===== src/pkg/dem_pkg.sv =====
// Purpose: constants, state type and helpers for the DSP execution monitor
// Assumes: 16-bit register bus at printed word offsets
// Notes: all reset values are zero
//
// What this block does
// - A software error captures the execute-stage program count into a 16-bit register.
// - A software error captures the instruction low 16 bits.
// - A software error captures the instruction high 16 bits.
// - Watchdog starts at reload value and decrements by one per counting tick.
// - Program restart for a new frame reloads the watchdog counter.
// - Watchdog reaching zero raises the watchdog error indication.
// - Reload field is 13 bits [12:0]; bits [15:13] reserved.
// - Timeout equals reload value times the selected prescale factor.
// - Prescale code 0 ticks every 64 cycles, doubling per step to 131072.
// - Enable bit 0 permits block interrupts; resets to 0.
// - Block frame counter increments on each frame-start pulse; 16-bit terminal.
// - At the terminal value a block interrupt fires and the counter restarts.
// - Current 24-bit program counter reads as high byte and low 16 bits.
// - While clear bit is 1 the program counter is held at zero.
// - Setting then clearing the clear bit resets the all-time peak record.
// - Peak program counter of the last frame is recorded, readable in two parts.
// - Watchdog error reaches the master flag only while its mask bit is 0.
// - Master error flag stays high until software clears it.
`default_nettype none
package dem_pkg;
   // ----------------------------------------
   // Register offsets
   // ----------------------------------------
   localparam logic [15:0] ADDR_EXEC_COUNT = 16'hf432;
   localparam logic [15:0] ADDR_INSTR_LOW = 16'hf433;
   localparam logic [15:0] ADDR_INSTR_HIGH = 16'hf434;
   localparam logic [15:0] ADDR_PANIC_CLEAR = 16'hf421;
   localparam logic [15:0] ADDR_WD_MASK = 16'hf424;
   localparam logic [15:0] ADDR_PANIC_FLAG = 16'hf427;
   localparam logic [15:0] ADDR_WD_RELOAD = 16'hf443;
   localparam logic [15:0] ADDR_WD_DIVIDER = 16'hf444;
   localparam logic [15:0] ADDR_BLK_ENABLE = 16'hf450;
   localparam logic [15:0] ADDR_BLK_TERMINAL = 16'hf451;
   localparam logic [15:0] ADDR_PC_HIGH = 16'hf460;
   localparam logic [15:0] ADDR_PC_LOW = 16'hf461;
   localparam logic [15:0] ADDR_PC_CLEAR = 16'hf462;
   localparam logic [15:0] ADDR_PEAK_HIGH = 16'hf463;
   localparam logic [15:0] ADDR_PEAK_LOW = 16'hf464;
   localparam logic [15:0] ADDR_ALLPEAK_HIGH = 16'hf465;
   localparam logic [15:0] ADDR_ALLPEAK_LOW = 16'hf466;
   // ----------------------------------------
   // Field layout and timing
   // ----------------------------------------
   localparam int RELOAD_W = 13;
   localparam int CODE_W = 4;
   localparam int PRE_W = 17;
   localparam int PC_W = 24;
   localparam logic [3:0] CODE_MAX = 4'hb;
   localparam logic [17:0] PRE_BASE = 18'h0_0040;
   localparam logic [15:0] RESET_VALUE = 16'h0000;

   typedef struct packed {
      logic [15:0] exec_count;
      logic [15:0] instr_low;
      logic [15:0] instr_high;
      logic [RELOAD_W-1:0] wd_reload;
      logic [CODE_W-1:0] wd_code;
      logic wd_mask;
      logic [RELOAD_W-1:0] wd_count;
      logic [PRE_W-1:0] pre_count;
      logic wd_armed;
      logic wd_error;
      logic panic_flag;
      logic panic_clear;
      logic blk_en;
      logic [15:0] blk_term;
      logic [15:0] blk_count;
      logic blk_irq;
      logic [PC_W-1:0] pc;
      logic [PC_W-1:0] run_peak;
      logic [PC_W-1:0] frame_peak;
      logic [PC_W-1:0] all_peak;
      logic pc_clear;
      logic [15:0] rd_data;
   } dem_state_t;

   // Last prescaler count for a code; oversize codes clamp to the largest
   function automatic logic [PRE_W-1:0] dem_tick_last(input logic [CODE_W-1:0] code);
      logic [CODE_W-1:0] c;
      logic [17:0] p;
      c = (code > CODE_MAX) ? CODE_MAX : code;
      p = (PRE_BASE << c) - 18'h0_0001;
      return p[PRE_W-1:0];
   endfunction

   function automatic logic [PC_W-1:0] dem_max(input logic [PC_W-1:0] a,
                                                input logic [PC_W-1:0] b);
      return (a > b) ? a : b;
   endfunction
endpackage
`default_nettype wire


===== src/verilog/dem_monitor.sv =====
// Purpose: DSP execution monitor: watchdog, block frame counter, PC tracking, error capture
// Assumes: core inputs are on ref_clk; one bus strobe at a time
// Notes: read data appear the cycle after the read strobe
//
// The strobed register port was chosen for this implementation.
`timescale 1ns/1ps
`default_nettype none
module dem_monitor (
   // Clock and reset
   input wire logic ref_clk,
   input wire logic reset,
   // Register port
   input wire logic [15:0] reg_addr,
   input wire logic [15:0] reg_wdata,
   input wire logic reg_write,
   input wire logic reg_read,
   output logic [15:0] reg_rdata,
   // Core sequencer
   input wire logic [dem_pkg::PC_W-1:0] core_pc,
   input wire logic program_restart,
   input wire logic frame_start,
   input wire logic sw_error,
   input wire logic [15:0] core_exec_count,
   input wire logic [31:0] core_instr,
   // Indications
   output logic wd_error,
   output logic panic_flag,
   output logic block_irq
);
   import dem_pkg::*;

   dem_state_t s;
   dem_state_t next_s;

   logic wr_hit;
   logic tick;
   logic wd_expire;
   logic panic_clear_rise;
   logic [15:0] blk_next;

   // ----------------------------------------
   // Next-state logic
   // ----------------------------------------
   always_comb begin
      next_s = s;
      wr_hit = reg_write;
      // At or past the last count, so a smaller code written mid-count cannot stall the tick
      tick = (s.pre_count >= dem_tick_last(s.wd_code));
      wd_expire = s.wd_armed && tick && (s.wd_count <= 13'h0001) && !program_restart;
      panic_clear_rise = 1'b0;
      blk_next = s.blk_count + 16'h0001;
      next_s.rd_data = RESET_VALUE;
      next_s.blk_irq = 1'b0;

      // Software writes
      if (wr_hit) begin
         unique case (reg_addr)
            ADDR_EXEC_COUNT: next_s.exec_count = reg_wdata;
            ADDR_INSTR_LOW: next_s.instr_low = reg_wdata;
            ADDR_INSTR_HIGH: next_s.instr_high = reg_wdata;
            ADDR_WD_RELOAD: next_s.wd_reload = reg_wdata[RELOAD_W-1:0];
            ADDR_WD_DIVIDER: next_s.wd_code = reg_wdata[CODE_W-1:0];
            ADDR_WD_MASK: next_s.wd_mask = reg_wdata[0];
            ADDR_PANIC_CLEAR: begin
               next_s.panic_clear = reg_wdata[0];
               panic_clear_rise = reg_wdata[0] && !s.panic_clear;
            end
            ADDR_BLK_ENABLE: next_s.blk_en = reg_wdata[0];
            ADDR_BLK_TERMINAL: next_s.blk_term = reg_wdata;
            ADDR_PC_CLEAR: next_s.pc_clear = reg_wdata[0];
            default: begin
            end
         endcase
      end

      // Reads, answered next cycle
      if (reg_read) begin
         unique case (reg_addr)
            ADDR_EXEC_COUNT: next_s.rd_data = s.exec_count;
            ADDR_INSTR_LOW: next_s.rd_data = s.instr_low;
            ADDR_INSTR_HIGH: next_s.rd_data = s.instr_high;
            ADDR_WD_RELOAD: next_s.rd_data = {3'h0, s.wd_reload};
            ADDR_WD_DIVIDER: next_s.rd_data = {12'h000, s.wd_code};
            ADDR_WD_MASK: next_s.rd_data = {15'h0000, s.wd_mask};
            ADDR_PANIC_CLEAR: next_s.rd_data = {15'h0000, s.panic_clear};
            ADDR_PANIC_FLAG: next_s.rd_data = {15'h0000, s.panic_flag};
            ADDR_BLK_ENABLE: next_s.rd_data = {15'h0000, s.blk_en};
            ADDR_BLK_TERMINAL: next_s.rd_data = s.blk_term;
            ADDR_PC_HIGH: next_s.rd_data = {8'h00, s.pc[23:16]};
            ADDR_PC_LOW: next_s.rd_data = s.pc[15:0];
            ADDR_PC_CLEAR: next_s.rd_data = {15'h0000, s.pc_clear};
            ADDR_PEAK_HIGH: next_s.rd_data = {8'h00, s.frame_peak[23:16]};
            ADDR_PEAK_LOW: next_s.rd_data = s.frame_peak[15:0];
            ADDR_ALLPEAK_HIGH: next_s.rd_data = {8'h00, s.all_peak[23:16]};
            ADDR_ALLPEAK_LOW: next_s.rd_data = s.all_peak[15:0];
            default: next_s.rd_data = RESET_VALUE;
         endcase
      end

      // ----------------------------------------
      // Error capture, hardware wins over a write
      // ----------------------------------------
      if (sw_error) begin
         next_s.exec_count = core_exec_count;
         next_s.instr_low = core_instr[15:0];
         next_s.instr_high = core_instr[31:16];
      end

      // ----------------------------------------
      // Watchdog
      // ----------------------------------------
      if (program_restart) begin
         next_s.wd_count = s.wd_reload;
         next_s.pre_count = '0;
         next_s.wd_armed = 1'b1;
         next_s.wd_error = 1'b0;
      end else if (tick) begin
         next_s.pre_count = '0;
         if (wd_expire) begin
            next_s.wd_count = '0;
            next_s.wd_armed = 1'b0;
            next_s.wd_error = 1'b1;
         end else if (s.wd_armed) begin
            next_s.wd_count = s.wd_count - 13'h0001;
         end
      end else begin
         next_s.pre_count = s.pre_count + 17'h0_0001;
      end

      // Master flag: clear on a rising clear bit, a new error wins
      if (panic_clear_rise) begin
         next_s.panic_flag = 1'b0;
      end
      if (wd_expire && !s.wd_mask) begin
         next_s.panic_flag = 1'b1;
      end

      // ----------------------------------------
      // Block frame counter
      // ----------------------------------------
      if (frame_start && s.blk_en) begin
         if (blk_next == s.blk_term) begin
            next_s.blk_count = '0;
            next_s.blk_irq = 1'b1;
         end else begin
            next_s.blk_count = blk_next;
         end
      end else if (!s.blk_en) begin
         next_s.blk_count = '0;
      end

      // ----------------------------------------
      // Program counter and peaks
      // ----------------------------------------
      next_s.pc = s.pc_clear ? '0 : core_pc;
      if (s.pc_clear) begin
         next_s.run_peak = '0;
         next_s.frame_peak = '0;
      end else if (program_restart) begin
         next_s.frame_peak = dem_max(s.run_peak, s.pc);
         next_s.run_peak = '0;
      end else begin
         next_s.run_peak = dem_max(s.run_peak, s.pc);
      end
      if (s.pc_clear && !next_s.pc_clear) begin
         next_s.all_peak = '0;
      end else begin
         next_s.all_peak = dem_max(s.all_peak, s.pc);
      end
   end

   // ----------------------------------------
   // State register
   // ----------------------------------------
   always_ff @(posedge ref_clk or posedge reset) begin
      if (reset) begin
         s <= '0;
      end else begin
         s <= next_s;
      end
   end

   assign reg_rdata = s.rd_data;
   assign wd_error = s.wd_error;
   assign panic_flag = s.panic_flag;
   assign block_irq = s.blk_irq;
endmodule // dem_monitor
`default_nettype wire


===== config.mk =====
export PLATFORM = sky130hd
export DESIGN_NAME = dem_monitor
export DESIGN_NICKNAME = d
export VERILOG_FILES = /design/src/pkg/dem_pkg.sv /design/src/verilog/dem_monitor.sv
export SDC_FILE = /design/constraint.sdc
export NUM_CORES = 1
export LEC_CHECK = 0
export BUFFER_PORTS_ARGS = -buffer_cell sky130_fd_sc_hd__clkbuf_2
export CAP_MARGIN = 20
export CELL_PAD_IN_SITES_DETAIL_PLACEMENT = 1
export CELL_PAD_IN_SITES_GLOBAL_PLACEMENT = 2
export CORE_ASPECT_RATIO = 1.25
export CORE_UTILIZATION = 41
export CTS_CLUSTER_DIAMETER = 30
export DETAILED_ROUTE_END_ITERATION = 7
export PLACE_DENSITY = 0.85
export SLEW_MARGIN = 20
export SYNTH_ARGS = -nofsm -noshare
export SYNTH_HDL_FRONTEND = slang
export SYNTH_SLANG_ARGS = --single-unit

===== constraint.sdc =====
create_clock -name ref_clk -period 20.8 [get_ports ref_clk]
set_clock_uncertainty 0.05 [all_clocks]
set_input_delay 4.16 -clock ref_clk [delete_from_list [all_inputs] [get_ports ref_clk]]
set_output_delay 4.16 -clock ref_clk [all_outputs]
set_load 0.005 [all_outputs]

# After elaboration in Yosys (flattened, before gate mapping)
# Index checks and enable logic that the tools add are counted.
[totals]
input_bits = 111
mem_count = 0
reg_bits = 247
output_inout_bits = 19
word_cells = 119
latch_bits = 0
romBits = 0
ramBits = 0
[classes]
n_eq_ne = 20
n_shift = 1
add_sub_neg = 4
n_mul = 0
n_mux = 36
n_lt_le_gt_ge = 5
n_div = 0
bitwise = 0
reduce_logical = 31
[ops]
columns = ["op", "n"]
rows = [
  ["== test 16 bit, second input constant", 17],
  ["case mux 16 bit (17 select lines)", 1],
  ["2-to-1 mux 24 bit", 6],
  ["2-to-1 mux 16 bit", 7],
  ["2-to-1 mux 48 bit", 2],
  ["2-to-1 mux 66 bit", 1],
  ["2-to-1 mux 13 bit", 4],
  ["> comparator 24 bit", 2],
  ["2-to-1 mux 32 bit", 1],
  ["AND reduction 2 bit", 11],
  ["adder 17 x 1 -> 17 bit, second input constant", 1],
  ["greater-or-equal comparator 17 bit", 1],
  ["2-to-1 mux 17 bit", 1],
  ["left shift 7 x 4 -> 17 bit, first input constant", 1],
  ["subtractor 17 x 1 -> 17 bit, second input constant", 1],
  ["adder 16 x 1 -> 16 bit, second input constant", 1],
  ["== test 16 bit", 1],
  ["nonzero test 2 bit", 8],
  ["less-or-equal comparator 13 x 1 -> 1 bit, second input constant", 1],
  ["subtractor 13 x 1 -> 13 bit, second input constant", 1],
  ["2-to-1 mux 1 bit", 9],
  ["2-to-1 mux 4 bit", 2],
  ["logical AND 1 bit", 7],
  ["> comparator 4 bit, second input constant", 1],
  ["other kinds (5)", 9],
]

# Depth between registers and ports, before layout
# Gate-level depths: netlist of run 1.
[logic_depth]
word_depth = 11
depth_mapped = 17
mapped_depth_nobuf = 14

# Worst setup path before layout of run 1
# No wires, ideal clock.
[synth_timing]
path_kind = "in2reg"
from = "input port reg_addr[1]"
to = "register s[131] (netlist name)"
setup_time_ns = 0.125
arrival_ns = 6.149
required_time_ns = 20.625
setup_slack_ns = 14.476
cell_stages = 8
cell_sequence = "clkbuf_1 -> nand2b_1 -> or3_1 -> nor4_2 -> and2_1 -> buf_2 -> buf_2 -> mux2_2"
[synth_between]
elab_chain_cells = 2
[synth_rtl]
columns = ["item", "line_no", "text"]
rows = [
  ["start, declared", "dem_monitor.sv:13", "input wire logic [15:0] reg_addr,"],
  ["== test 16 bit", "dem_monitor.sv:57", "unique case (reg_addr)"],
  ["AND reduction 2 bit (no source line)", "-", ""],
  ["end signal, assigned", "dem_monitor.sv:179", "s <= next_s;"],
  ["end, declared", "dem_monitor.sv:32", "dem_state_t s;"],
]
# No other way between the ends.
# A chain may end at the register's enable or synchronous reset.

# Worst setup path after layout of run 1
[layout_timing]
from = "input port reg_addr[7]"
to = "register s[244] (netlist name)"
[layout_between]
elab_chain_cells = 3
[layout_rtl]
columns = ["item", "line_no"]
rows = [
  ["== test 16 bit", "dem_monitor.sv:57"],
  ["nonzero test 2 bit (no source line)", "-"],
  ["AND reduction 2 bit (no source line)", "-"],
]
# No other way between the ends.

==> out/results.tsv, run 1 <==
stage	metric	value	unit
critical_path	slowest_delay	0.82	ns
die	die_h	206	um
clock_tree	hold_buffers	0	
run_status	status	finished with violations	
sta	whs	0.448	ns
critical_path	cp.buffers_inverters	1	
critical_path	crit_path_start_kind	primary input	
power_and_ir_drop	vdd_drop_max	85.2	uV
placed_design	routabilityCongestion	0.885	
power_and_ir_drop	leakagePower	0.00785	uW
clock_tree	h-tree-depth	2	
clock_tree	cts_tree	done	
critical_path	crit_start	reg_addr[7]	
route	drtIter0Drc	821	
placed_design	portBuffers	129	
sta	min_period_over_period	33.5	%
job	max-cap-violations	0	
cells_and_area	fin_cells	1975	
route	ant_nets	0	
worst_hold_path	min_path_cells	2	
sta	hold_viol	0	
cells_and_area	design_area	16600	um2
sta	slew_violations	0	
sta	maxSlewHeadroom	26.7	%
yosys	synth_ff_type	dfrtp_1	
yosys	synth_seq_cells	247	
sta	max_freq	0.144	GHz
yosys	synth_nets	1576	
yosys	syn-cell-area	13700	um2
sta	worst_pin_slew	1.10	ns
die	die_area	34100	um2
critical_path	cp_slowest_cell	nand2_1	
placed_design	placed_cells_incl_taps	1865	
critical_path	critPathKind	primary input to flip-flop	
clock_tree	cts_buffer_depth	3	
critical_path	cp_cell_sequence	clkbuf_2 > nor3_1 > nand4_1 > nor2b_1 > nand2_1 > mux2i_1 > o21ai_0	
power_and_ir_drop	total_power	1750	uW
route	drt-total-wl	45.0	mm
route	drt-wirelength-per-cell	22.8	um
clock_tree	clk_pin_slew	0.05	ns
global_routing	gr-total-overflow	0	
clock_tree	cts.sinks	247	
clock_tree	postCtsSetupRepairBufs	0	
worst_hold_path	hold_class	flip-flop to flip-flop	
yosys	synth_area_leaders	dfrtp_1 (45%), ha_1 (5.9%), mux2i_1 (5.7%)	
yosys	yosys-top-cells-count	dfrtp_1 (247), nand2_1 (114), o21ai_0 (107)	
critical_path	cp_num_cells	7	
die	std_cell_rows	74	
die	core_area	32800	um2
yosys	synth_top_area_share	45.2	%
yosys	synth_edf_count	0	
cells_and_area	final_nets	1681	
route	drc	40	
die	initial_core_util	41.7	%
critical_path	path_max_fanout	16	
placed_design	placed_area	14500	um2
yosys	ys_types	71	
critical_path	cp.arrival	7.31	ns
yosys	seq_area_frac_synth	45.2	%
clock_tree	clock_latency	0.58	ns
route	dr.pass1.iters	8	
cells_and_area	drive_gt1_share	19.9	%
yosys	synthCells	1401	
global_routing	grtUsageTotal	27.3	%
power_and_ir_drop	powerDensity	105	nW/um2
sta	setup_viol	0	
yosys	yosys_warnings	0	
cells_and_area	area_growth	21.4	%
die	io_pins	130	
critical_path	cp.required	21.15	ns
yosys	syn_avg_cell_area	9.75	um2
global_routing	antenna_found_initial	5	
yosys	synthArstFlopShare	100	%
yosys	yosysMostFrequentCell	dfrtp_1	
die	dieWidth	165	um
sta	rsz0062_at_grt	no	
run_status	violations	DRC	
clock_tree	cts-root-buf	clkbuf_16	
clock_tree	cts-buffers-inserted	57	
route	drt-vias-per-instance	5.93	
sta	fin_crit	6.97	ns
critical_path	end_kind	flip-flop	
worst_hold_path	min_from	wd_error	
global_routing	grt_pass1_wl	70.4	mm
global_routing	grt_max_degree	111	
route	vias	11700	
critical_path	cp_top_family	simple AND/OR/NAND/NOR gates	
sta	setup_tns	0	ns
critical_path	worst-r2r-cell-count	14	
yosys	yosysTopAreaCell	dfrtp_1	
global_routing	grt_pass1_vias	12500	
placed_design	dpl.hpwl	31.1	mm
clock_tree	cts_resized	0	
critical_path	r2r_start	s[185]	
==> flip-flops by register name (all words and copies together) (netlist names) <==
| register | flops |
|---|---|
| s | 228 |
| reg_rdata | 16 |
| block_irq | 1 |
| panic_flag | 1 |
| wd_error | 1 |
==> routing by layer <==
metal	GRT usage (%)	share of wire, %
met1	32.4	40
met2	46.9	50
met3	5.24	5.5
met4	13.1	4.5
met5	0	0.051
==> tightest hold or removal path, cell delays in order (launching register included) <==
cell and delay [ns]:
dfrtp_1 0.34, a21oi_1 0.04, nor2_1 0.08
==> where the power goes <==
group	internal, uW	switching (uW)
Combinational	86.3	152
Sequential	528	44.1
Clock	640	296
==> cell families (layout without fill, tap and decap cells) <==
kind of cell               count (synthesis)  after routing  share of synthesized area (%)
adders and majority gates                 64             64                           5.86
muxes                                    119            119                           9.09
AOI/OAI and AO/OA                        351            351                           17.0
xor gates and xnor gates                  36             36                           2.31
buffers and inverters                    150            303                           4.71
and+or+nand+nor                          434            434                           15.8
DFF                                      247            247                           45.2
other                                      0              3                              0
==> stage by stage <==
| stage | util, % | setup slack (ns) |
|---|---|---|
| floorplan | - | 9.80 |
| global placement | 44.3 | 13.59 |
| detailed placement | 44.3 | 13.43 |
| CTS | 50.6 | 13.99 |
| global route | 50.6 | 13.73 |
| finish | 50.6 | 13.83 |
==> path summary, 6_finish.rpt <==
path                       endpoint  slack, ns
setup / recovery             s[244]      13.83
hold / removal             wd_error       0.45
setup reg to reg             s[177]      17.02
hold reg to reg            wd_error       0.45
max in group asynchronous    s[210]      15.54
min in group asynchronous     s[93]       3.70
==> cells in the final DEF (no fill, tap or decap), types with 12 or more instances in the layout <==
cell	instances
nand2_1	114
mux2_2	41
nor2b_1	42
a31oi_1	14
nor2_1	101
a221oi_1	13
dfrtp_1	246
xor2_1	16
nand4_1	21
a22oi_1	24
a211oi_1	25
ha_1	64
a21oi_1	60
clkbuf_16	58
inv_1	47
a222oi_1	23
and2_1	12
mux2i_1	78
xnor2_1	20
nand3_1	49
nor3_1	31
clkbuf_2	129
buf_4	19
o21ai_0	107
a21o_1	22
==> cell type report <==
cell class / instances / area (um2)
antenna: 3 / 7.51
clock buffer: 71 / 1590
clock inverter: 36 / 448
fill: 3665 / 16200
inverter: 48 / 188
multi-input combinational: 1004 / 6850
sequential: 247 / 6180
tap: 418 / 523
timing repair buffer: 148 / 788
Power figures use the tool's default switching activity.
==> inputs of run 2 (changes only) <==
--- a/config.mk
+++ b/config.mk
@@ -10,10 +10,10 @@
 export CELL_PAD_IN_SITES_DETAIL_PLACEMENT = 1
 export CELL_PAD_IN_SITES_GLOBAL_PLACEMENT = 2
 export CORE_ASPECT_RATIO = 1.25
-export CORE_UTILIZATION = 41
+export CORE_UTILIZATION = 35
 export CTS_CLUSTER_DIAMETER = 30
 export DETAILED_ROUTE_END_ITERATION = 7
-export PLACE_DENSITY = 0.85
+export PLACE_DENSITY = 0.77
 export SLEW_MARGIN = 20
 export SYNTH_ARGS = -nofsm -noshare
 export SYNTH_HDL_FRONTEND = slang
==> constraint.sdc (replaced) <==
create_clock -name ref_clk -period 6.2 [get_ports ref_clk]
set_clock_uncertainty 0.05 [all_clocks]
set_input_delay 1.24 -clock ref_clk [delete_from_list [all_inputs] [get_ports ref_clk]]
set_output_delay 1.24 -clock ref_clk [all_outputs]
set_load 0.005 [all_outputs]
==> out/results.tsv, run 2 (synthesized netlist as in run 1, its figures left out) <==
stage	metric	value	unit
die	die_h	223	um
placed_design	dpl.hpwl	32.1	mm
cells_and_area	final_cell_mix	dfrtp_1 (246), clkbuf_2 (129), nand2_1 (114)	
clock_tree	cts-buffers-inserted	59	
clock_tree	clock_latency	0.57	ns
critical_path	path_max_fanout	12	
route	drtIter0Drc	764	
sta	maxSlewHeadroom	27.9	%
cells_and_area	largest_register_ffs	228	
clock_tree	postCtsSetupRepairBufs	0	
clock_tree	h-tree-depth	2	
power_and_ir_drop	powerDensity	353	nW/um2
clock_tree	clk_pin_slew	0.05	ns
die	initial_core_util	35.6	%
sta	min_period_over_period	66.9	%
worst_hold_path	hold_class	flip-flop to flip-flop	
route	drt-wirelength-per-cell	22.2	um
power_and_ir_drop	vdd_drop_max	209	uV
cells_and_area	area_growth	22.4	%
critical_path	end_kind	flip-flop	
sta	slew_violations	0	
clock_tree	cts_tree	done	
global_routing	grt_max_degree	97	
global_routing	antenna_found_initial	5	
die	die_area	39800	um2
critical_path	cp.required	6.61	ns
global_routing	grtUsageTotal	23.2	%
job	max-cap-violations	0	
critical_path	crit_path_start_kind	flip-flop	
global_routing	grt_pass1_wl	70.6	mm
global_routing	grt_pass1_vias	12400	
die	dieWidth	179	um
sta	worst_pin_slew	1.08	ns
route	drt-total-wl	45.4	mm
power_and_ir_drop	leakagePower	0.00787	uW
clock_tree	cts.sinks	247	
sta	rsz0062_at_grt	no	
run_status	status	complete, no violations	
route	ant_nets	0	
sta	hold_viol	0	
sta	setup_tns	0	ns
route	drt-vias-per-instance	5.64	
sta	setup_viol	0	
critical_path	critPathKind	flip-flop to flip-flop	
clock_tree	cts-root-buf	clkbuf_16	
cells_and_area	final_core_utilization	43.6	%
sta	fin_crit	4.15	ns
placed_design	routabilityCongestion	0.859	
critical_path	cp.arrival	4.55	ns
cells_and_area	regMostFlops	s	
route	dr.pass1.iters	8	
die	io_pins	130	
sta	max_freq	0.241	GHz
clock_tree	hold_buffers	0	
route	vias	11600	
die	core_area	38300	um2
global_routing	gr-total-overflow	0	
die	std_cell_rows	80	
placed_design	portBuffers	129	
clock_tree	cts_resized	0	
cells_and_area	final_common_cell	dfrtp_1	
clock_tree	cts_buffer_depth	3	
cells_and_area	drive_gt1_share	19.8	%
cells_and_area	final_nets	1684	
route	drc	0	
[run 2: report_power, final]
part           internal [uW]  switching, uW
clock network           2190           1000
logic                    293            502
registers               1770            145
[run 2: area by class of cell]
type                            count  area [um2]
Antenna cell                        2        5.00
Clock buffer                       73        1600
Clock inverter                     36         462
Fill cell                        4303       21600
Inverter                           48         184
Multi-Input combinational cell   1004        6850
Sequential cell                   247        6180
Tap cell                          492         616
Timing Repair Buffer              149         821
[run 2: final timing paths]
check                              start  slack (ns)        to  cells past startpoint
worst max register to register    s[185]        2.05    s[178]                     13
worst max-delay path              s[185]        2.05    s[178]                     13
min in group asynchronous          reset        0.72    s[234]                      2
max in group asynchronous          reset        4.41     s[40]                      3
worst min register to register  wd_error        0.45  wd_error                      2
worst min-delay path            wd_error        0.45  wd_error                      2
[run 2: stage by stage]
step	setup WS (ns)	hold WS, ns	power (uW)	std cells	instance area [um2]
2_1_floorplan	1.66	0.397	2420	1401	13700
3_3_place_gp	1.91	0.439	2690	1940	14700
3_5_place_dp	1.71	0.429	2730	1940	14700
4_1_cts	2.00	0.447	5960	2049	16700
5_1_grt	1.69	0.478	6140	2050	16700
6_report	2.05	0.446	5910	2051	16700
[run 2: per-layer routing]
layer | GRT usage [%] | share of wire [%]
met3 | 4.60 | 5.1
met5 | 0 | 0.095
met2 | 40.3 | 50
met4 | 9.51 | 3.8
met1 | 27.7 | 41
[run 2: critical path, cell delays in order, from the launching register on]
cell	delay, ns
dfrtp_1	0.49
nor2_1	0.30
nand3b_1	0.12
ha_1	0.31
nor4b_1	0.27
a21oi_1	0.08
o22a_1	0.19
ha_1	0.29
nand4_1	0.11
or2_2	0.28
o22ai_1	0.81
and2_1	0.34
nand2_1	0.10
o311ai_0	0.29
==> inputs of run 3 (changes only) <==
--- a/config.mk
+++ b/config.mk
@@ -5,12 +5,13 @@
 export SDC_FILE = /design/constraint.sdc
 export NUM_CORES = 1
 export LEC_CHECK = 0
+export ABC_AREA = 1
 export BUFFER_PORTS_ARGS = -buffer_cell sky130_fd_sc_hd__clkbuf_2
 export CAP_MARGIN = 20
 export CELL_PAD_IN_SITES_DETAIL_PLACEMENT = 1
 export CELL_PAD_IN_SITES_GLOBAL_PLACEMENT = 2
 export CORE_ASPECT_RATIO = 1.25
-export CORE_UTILIZATION = 35
+export CORE_UTILIZATION = 32
 export CTS_CLUSTER_DIAMETER = 30
 export DETAILED_ROUTE_END_ITERATION = 7
 export PLACE_DENSITY = 0.77
==> constraint.sdc (replaced) <==
create_clock -name ref_clk -period 3.6 [get_ports ref_clk]
set_clock_uncertainty 0.05 [all_clocks]
set_input_delay 0.72 -clock ref_clk [delete_from_list [all_inputs] [get_ports ref_clk]]
set_output_delay 0.72 -clock ref_clk [all_outputs]
set_load 0.005 [all_outputs]
==> out/results.tsv, run 3 <==
stage	metric	value	unit
critical_path	r2r_slack	0.36	ns
global_routing	grt_pass1_wl	82.7	mm
die	std_cell_rows	86	
die	initial_core_util	32.5	%
sta	whs	0.0473	ns
sta	worst_pin_slew	0.913	ns
sta	rsz0062_at_grt	no	
yosys	yosysMostFrequentCell	nand2_1	
power_and_ir_drop	internal_power	8300	uW
die	core_area	44100	um2
power_and_ir_drop	vdd_drop_max	421	uV
power_and_ir_drop	clkPwrFrac	53.4	%
sta	hold_viol	0	
route	drt-total-wl	52.3	mm
sta	maxSlewHeadroom	39.1	%
route	drtIter0Drc	612	
yosys	syn_avg_cell_area	7.60	um2
cells_and_area	regMostFlops	s	
clock_tree	cts_buffer_depth	3	
sta	fin_crit	3.24	ns
critical_path	crit_start	s[185]	
yosys	synth_ff_type	dfrtp_1	
clock_tree	cts-buffers-inserted	70	
global_routing	gr-total-overflow	0	
critical_path	worst-r2r-cell-count	22	
yosys	synth_seq_cells	247	
yosys	synth_top_area_share	43.1	%
global_routing	grt_pass1_vias	14600	
yosys	synth_nets	2062	
die	die_h	239	um
placed_design	dpl.hpwl	39.4	mm
placed_design	portBuffers	129	
power_and_ir_drop	power.share.switching	29.1	%
route	drt-wirelength-per-cell	19.6	um
clock_tree	clock_latency	0.58	ns
global_routing	grtUsageTotal	23.6	%
sta	max_freq	0.308	GHz
yosys	yosysTopAreaCell	dfrtp_1	
yosys	ys_types	41	
sta	setup_ws	0.358	ns
placed_design	post-place-ws	0.212	ns
route	dr.pass1.iters	5	
power_and_ir_drop	leakagePower	0.00892	uW
power_and_ir_drop	powerDensity	651	nW/um2
route	drc	0	
global_routing	grt_max_degree	145	
critical_path	r2r_end	s[173]	
die	die_area	45600	um2
placed_design	routabilityCongestion	0.888	
power_and_ir_drop	power_frac_comb	16.1	%
sta	setup_viol	0	
clock_tree	clk_pin_slew	0.04	ns
critical_path	end_kind	flip-flop	
route	ant_nets	0	
critical_path	crit_path_start_kind	flip-flop	
cells_and_area	drive_gt1_share	16.7	%
placed_design	placed_cells_incl_taps	2535	
power_and_ir_drop	switchingPower	3400	uW
cells_and_area	final_cell_mix	nand2_1 (548), dfrtp_1 (244), inv_1 (172)	
critical_path	cp.required	3.99	ns
route	vias	13600	
cells_and_area	fin_cells	2662	
yosys	syn-cell-area	14300	um2
clock_tree	h-tree-depth	3	
global_routing	antenna_found_initial	0	
cells_and_area	final_nets	2212	
run_status	status	complete, no violations	
yosys	synth_area_leaders	dfrtp_1 (43%), nand2_1 (14%), ha_1 (5.6%)	
critical_path	path_max_fanout	13	
sta	min_period_over_period	90.1	%
cells_and_area	antenna_cells	0	
critical_path	critPathKind	flip-flop to flip-flop	
sta	slew_violations	0	
route	drt-vias-per-instance	5.11	
yosys	yosys-top-cells-count	nand2_1 (550), dfrtp_1 (247), inv_1 (175)	
critical_path	r2r_start	s[185]	
clock_tree	cts_tree	done	
cells_and_area	final_common_cell	nand2_1	
yosys	synth_edf_count	0	
job	max-cap-violations	0	
worst_hold_path	hold_class	primary input to asynchronous set/reset pin	
yosys	synthArstFlopShare	100	%
cells_and_area	area_growth	25.4	%
cells_and_area	final_core_utilization	40.7	%
clock_tree	cts.sinks	247	
critical_path	crit_end	s[173]	
yosys	seq_area_frac_synth	43.1	%
die	dieWidth	191	um
die	io_pins	130	
yosys	synthCells	1887	
clock_tree	cts-root-buf	clkbuf_16	
yosys	yosys_warnings	0	
power_and_ir_drop	pwr-share-seq	30.4	%
cells_and_area	largest_register_ffs	228	
critical_path	cp.arrival	3.63	ns
-- run 3: cell types whose count changed after synthesis, sizes merged, moves of 29 or more --
cell / before / now
nor2: 101 / 199
nand3: 49 / 147
mux2i: 78 / 1
nand3b: 4 / 33
nand2: 114 / 555
mux2: 41 / 0
inv: 48 / 185
o21ai: 108 / 142
clkbuf: 75 / 39
nor2b: 42 / 0
nand4: 22 / 63
-- run 3: worst min-delay path by stage --
stage,startpoint,endpoint,slack [ns],depth (start not counted)
2_1_floorplan,s[181],panic_flag,0.38,1
3_3_place_gp,s[151],s[151],0.41,1
3_5_place_dp,s[151],s[151],0.41,1
4_1_cts,reset,s[110],0.03,2
5_1_grt,reset,s[108],0.05,2
6_report,reset,s[111],0.05,2
-- run 3: logic make-up after synthesis --
kind of cell,Yosys count,synth area share (%)
AOI/OAI and AO/OA,257,10.1
xor gates and xnor gates,19,1.16
adders and majority gates,64,5.59
buffers and inverters,268,7.80
DFF,247,43.1
muxes,1,0.0698
and+or+nand+nor,1031,32.1
-- run 3: final cells by class --
cell class                 instances  area (um2)
fill                            5368       26100
multi-input combinational       1372        7060
sequential                       247        6180
clock buffer                     100        2070
timing repair buffer             160         903
tap                              572         716
inverter                         185         702
clock inverter                    25         330
timing repair inverter             1        7.51
-- run 3: routing by layer --
layer	wire, um	GRT usage, %	up-vias
met4	1840	10.3	0
met2	26000	40.9	244
met3	1550	3.05	95
met5	0	0	-
met1	22900	29.2	6747
li1	-	-	6526
-- run 3: timing repair --
| item | in CTS | in global routing |
|---|---|---|
| setup buffers | 0 | 1 |
| setup endpoints to repair | 0 | 27 |
| resized for setup | 0 | 11 |
| hold buffers | 0 | 0 |
-- run 3: stage by stage --
step	setup TNS (ns)	power [uW]	area [um2]
after detailed placement	0	5480	15500
final	0	11700	18000
after global routing	0	12300	18000
after CTS	0	11800	17900
after floorplan	-102.69	4780	14300
after global placement	0	5390	15500
-- run 3: critical path: stages, from the launching register on --
cell and delay (ns):
dfrtp_2 0.46, nor2_4 0.16, inv_1 0.08, nor2_2 0.13, inv_1 0.05, ha_1 0.22
inv_1 0.07, a21oi_1 0.04, o21ai_0 0.13, o21ai_0 0.10, ha_1 0.29, nand2_1 0.09
nor2_1 0.06, nand2_1 0.07, nor2_1 0.05, nor2_1 0.09, nand3_1 0.13, nor2_1 0.30
a21oi_2 0.05, buf_4 0.17, buf_4 0.19, nand2_1 0.08, nand2_1 0.05
-- run 3: power groups by stage --
stage                     clock network, uW  logic, uW  registers, uW
final                                  6250       1890           3560
after global routing                   6510       2160           3610
after CTS                              6360       1910           3560
after detailed placement                  0       1890           3590
after global placement                    0       1820           3580
after floorplan                           0       1340           3440
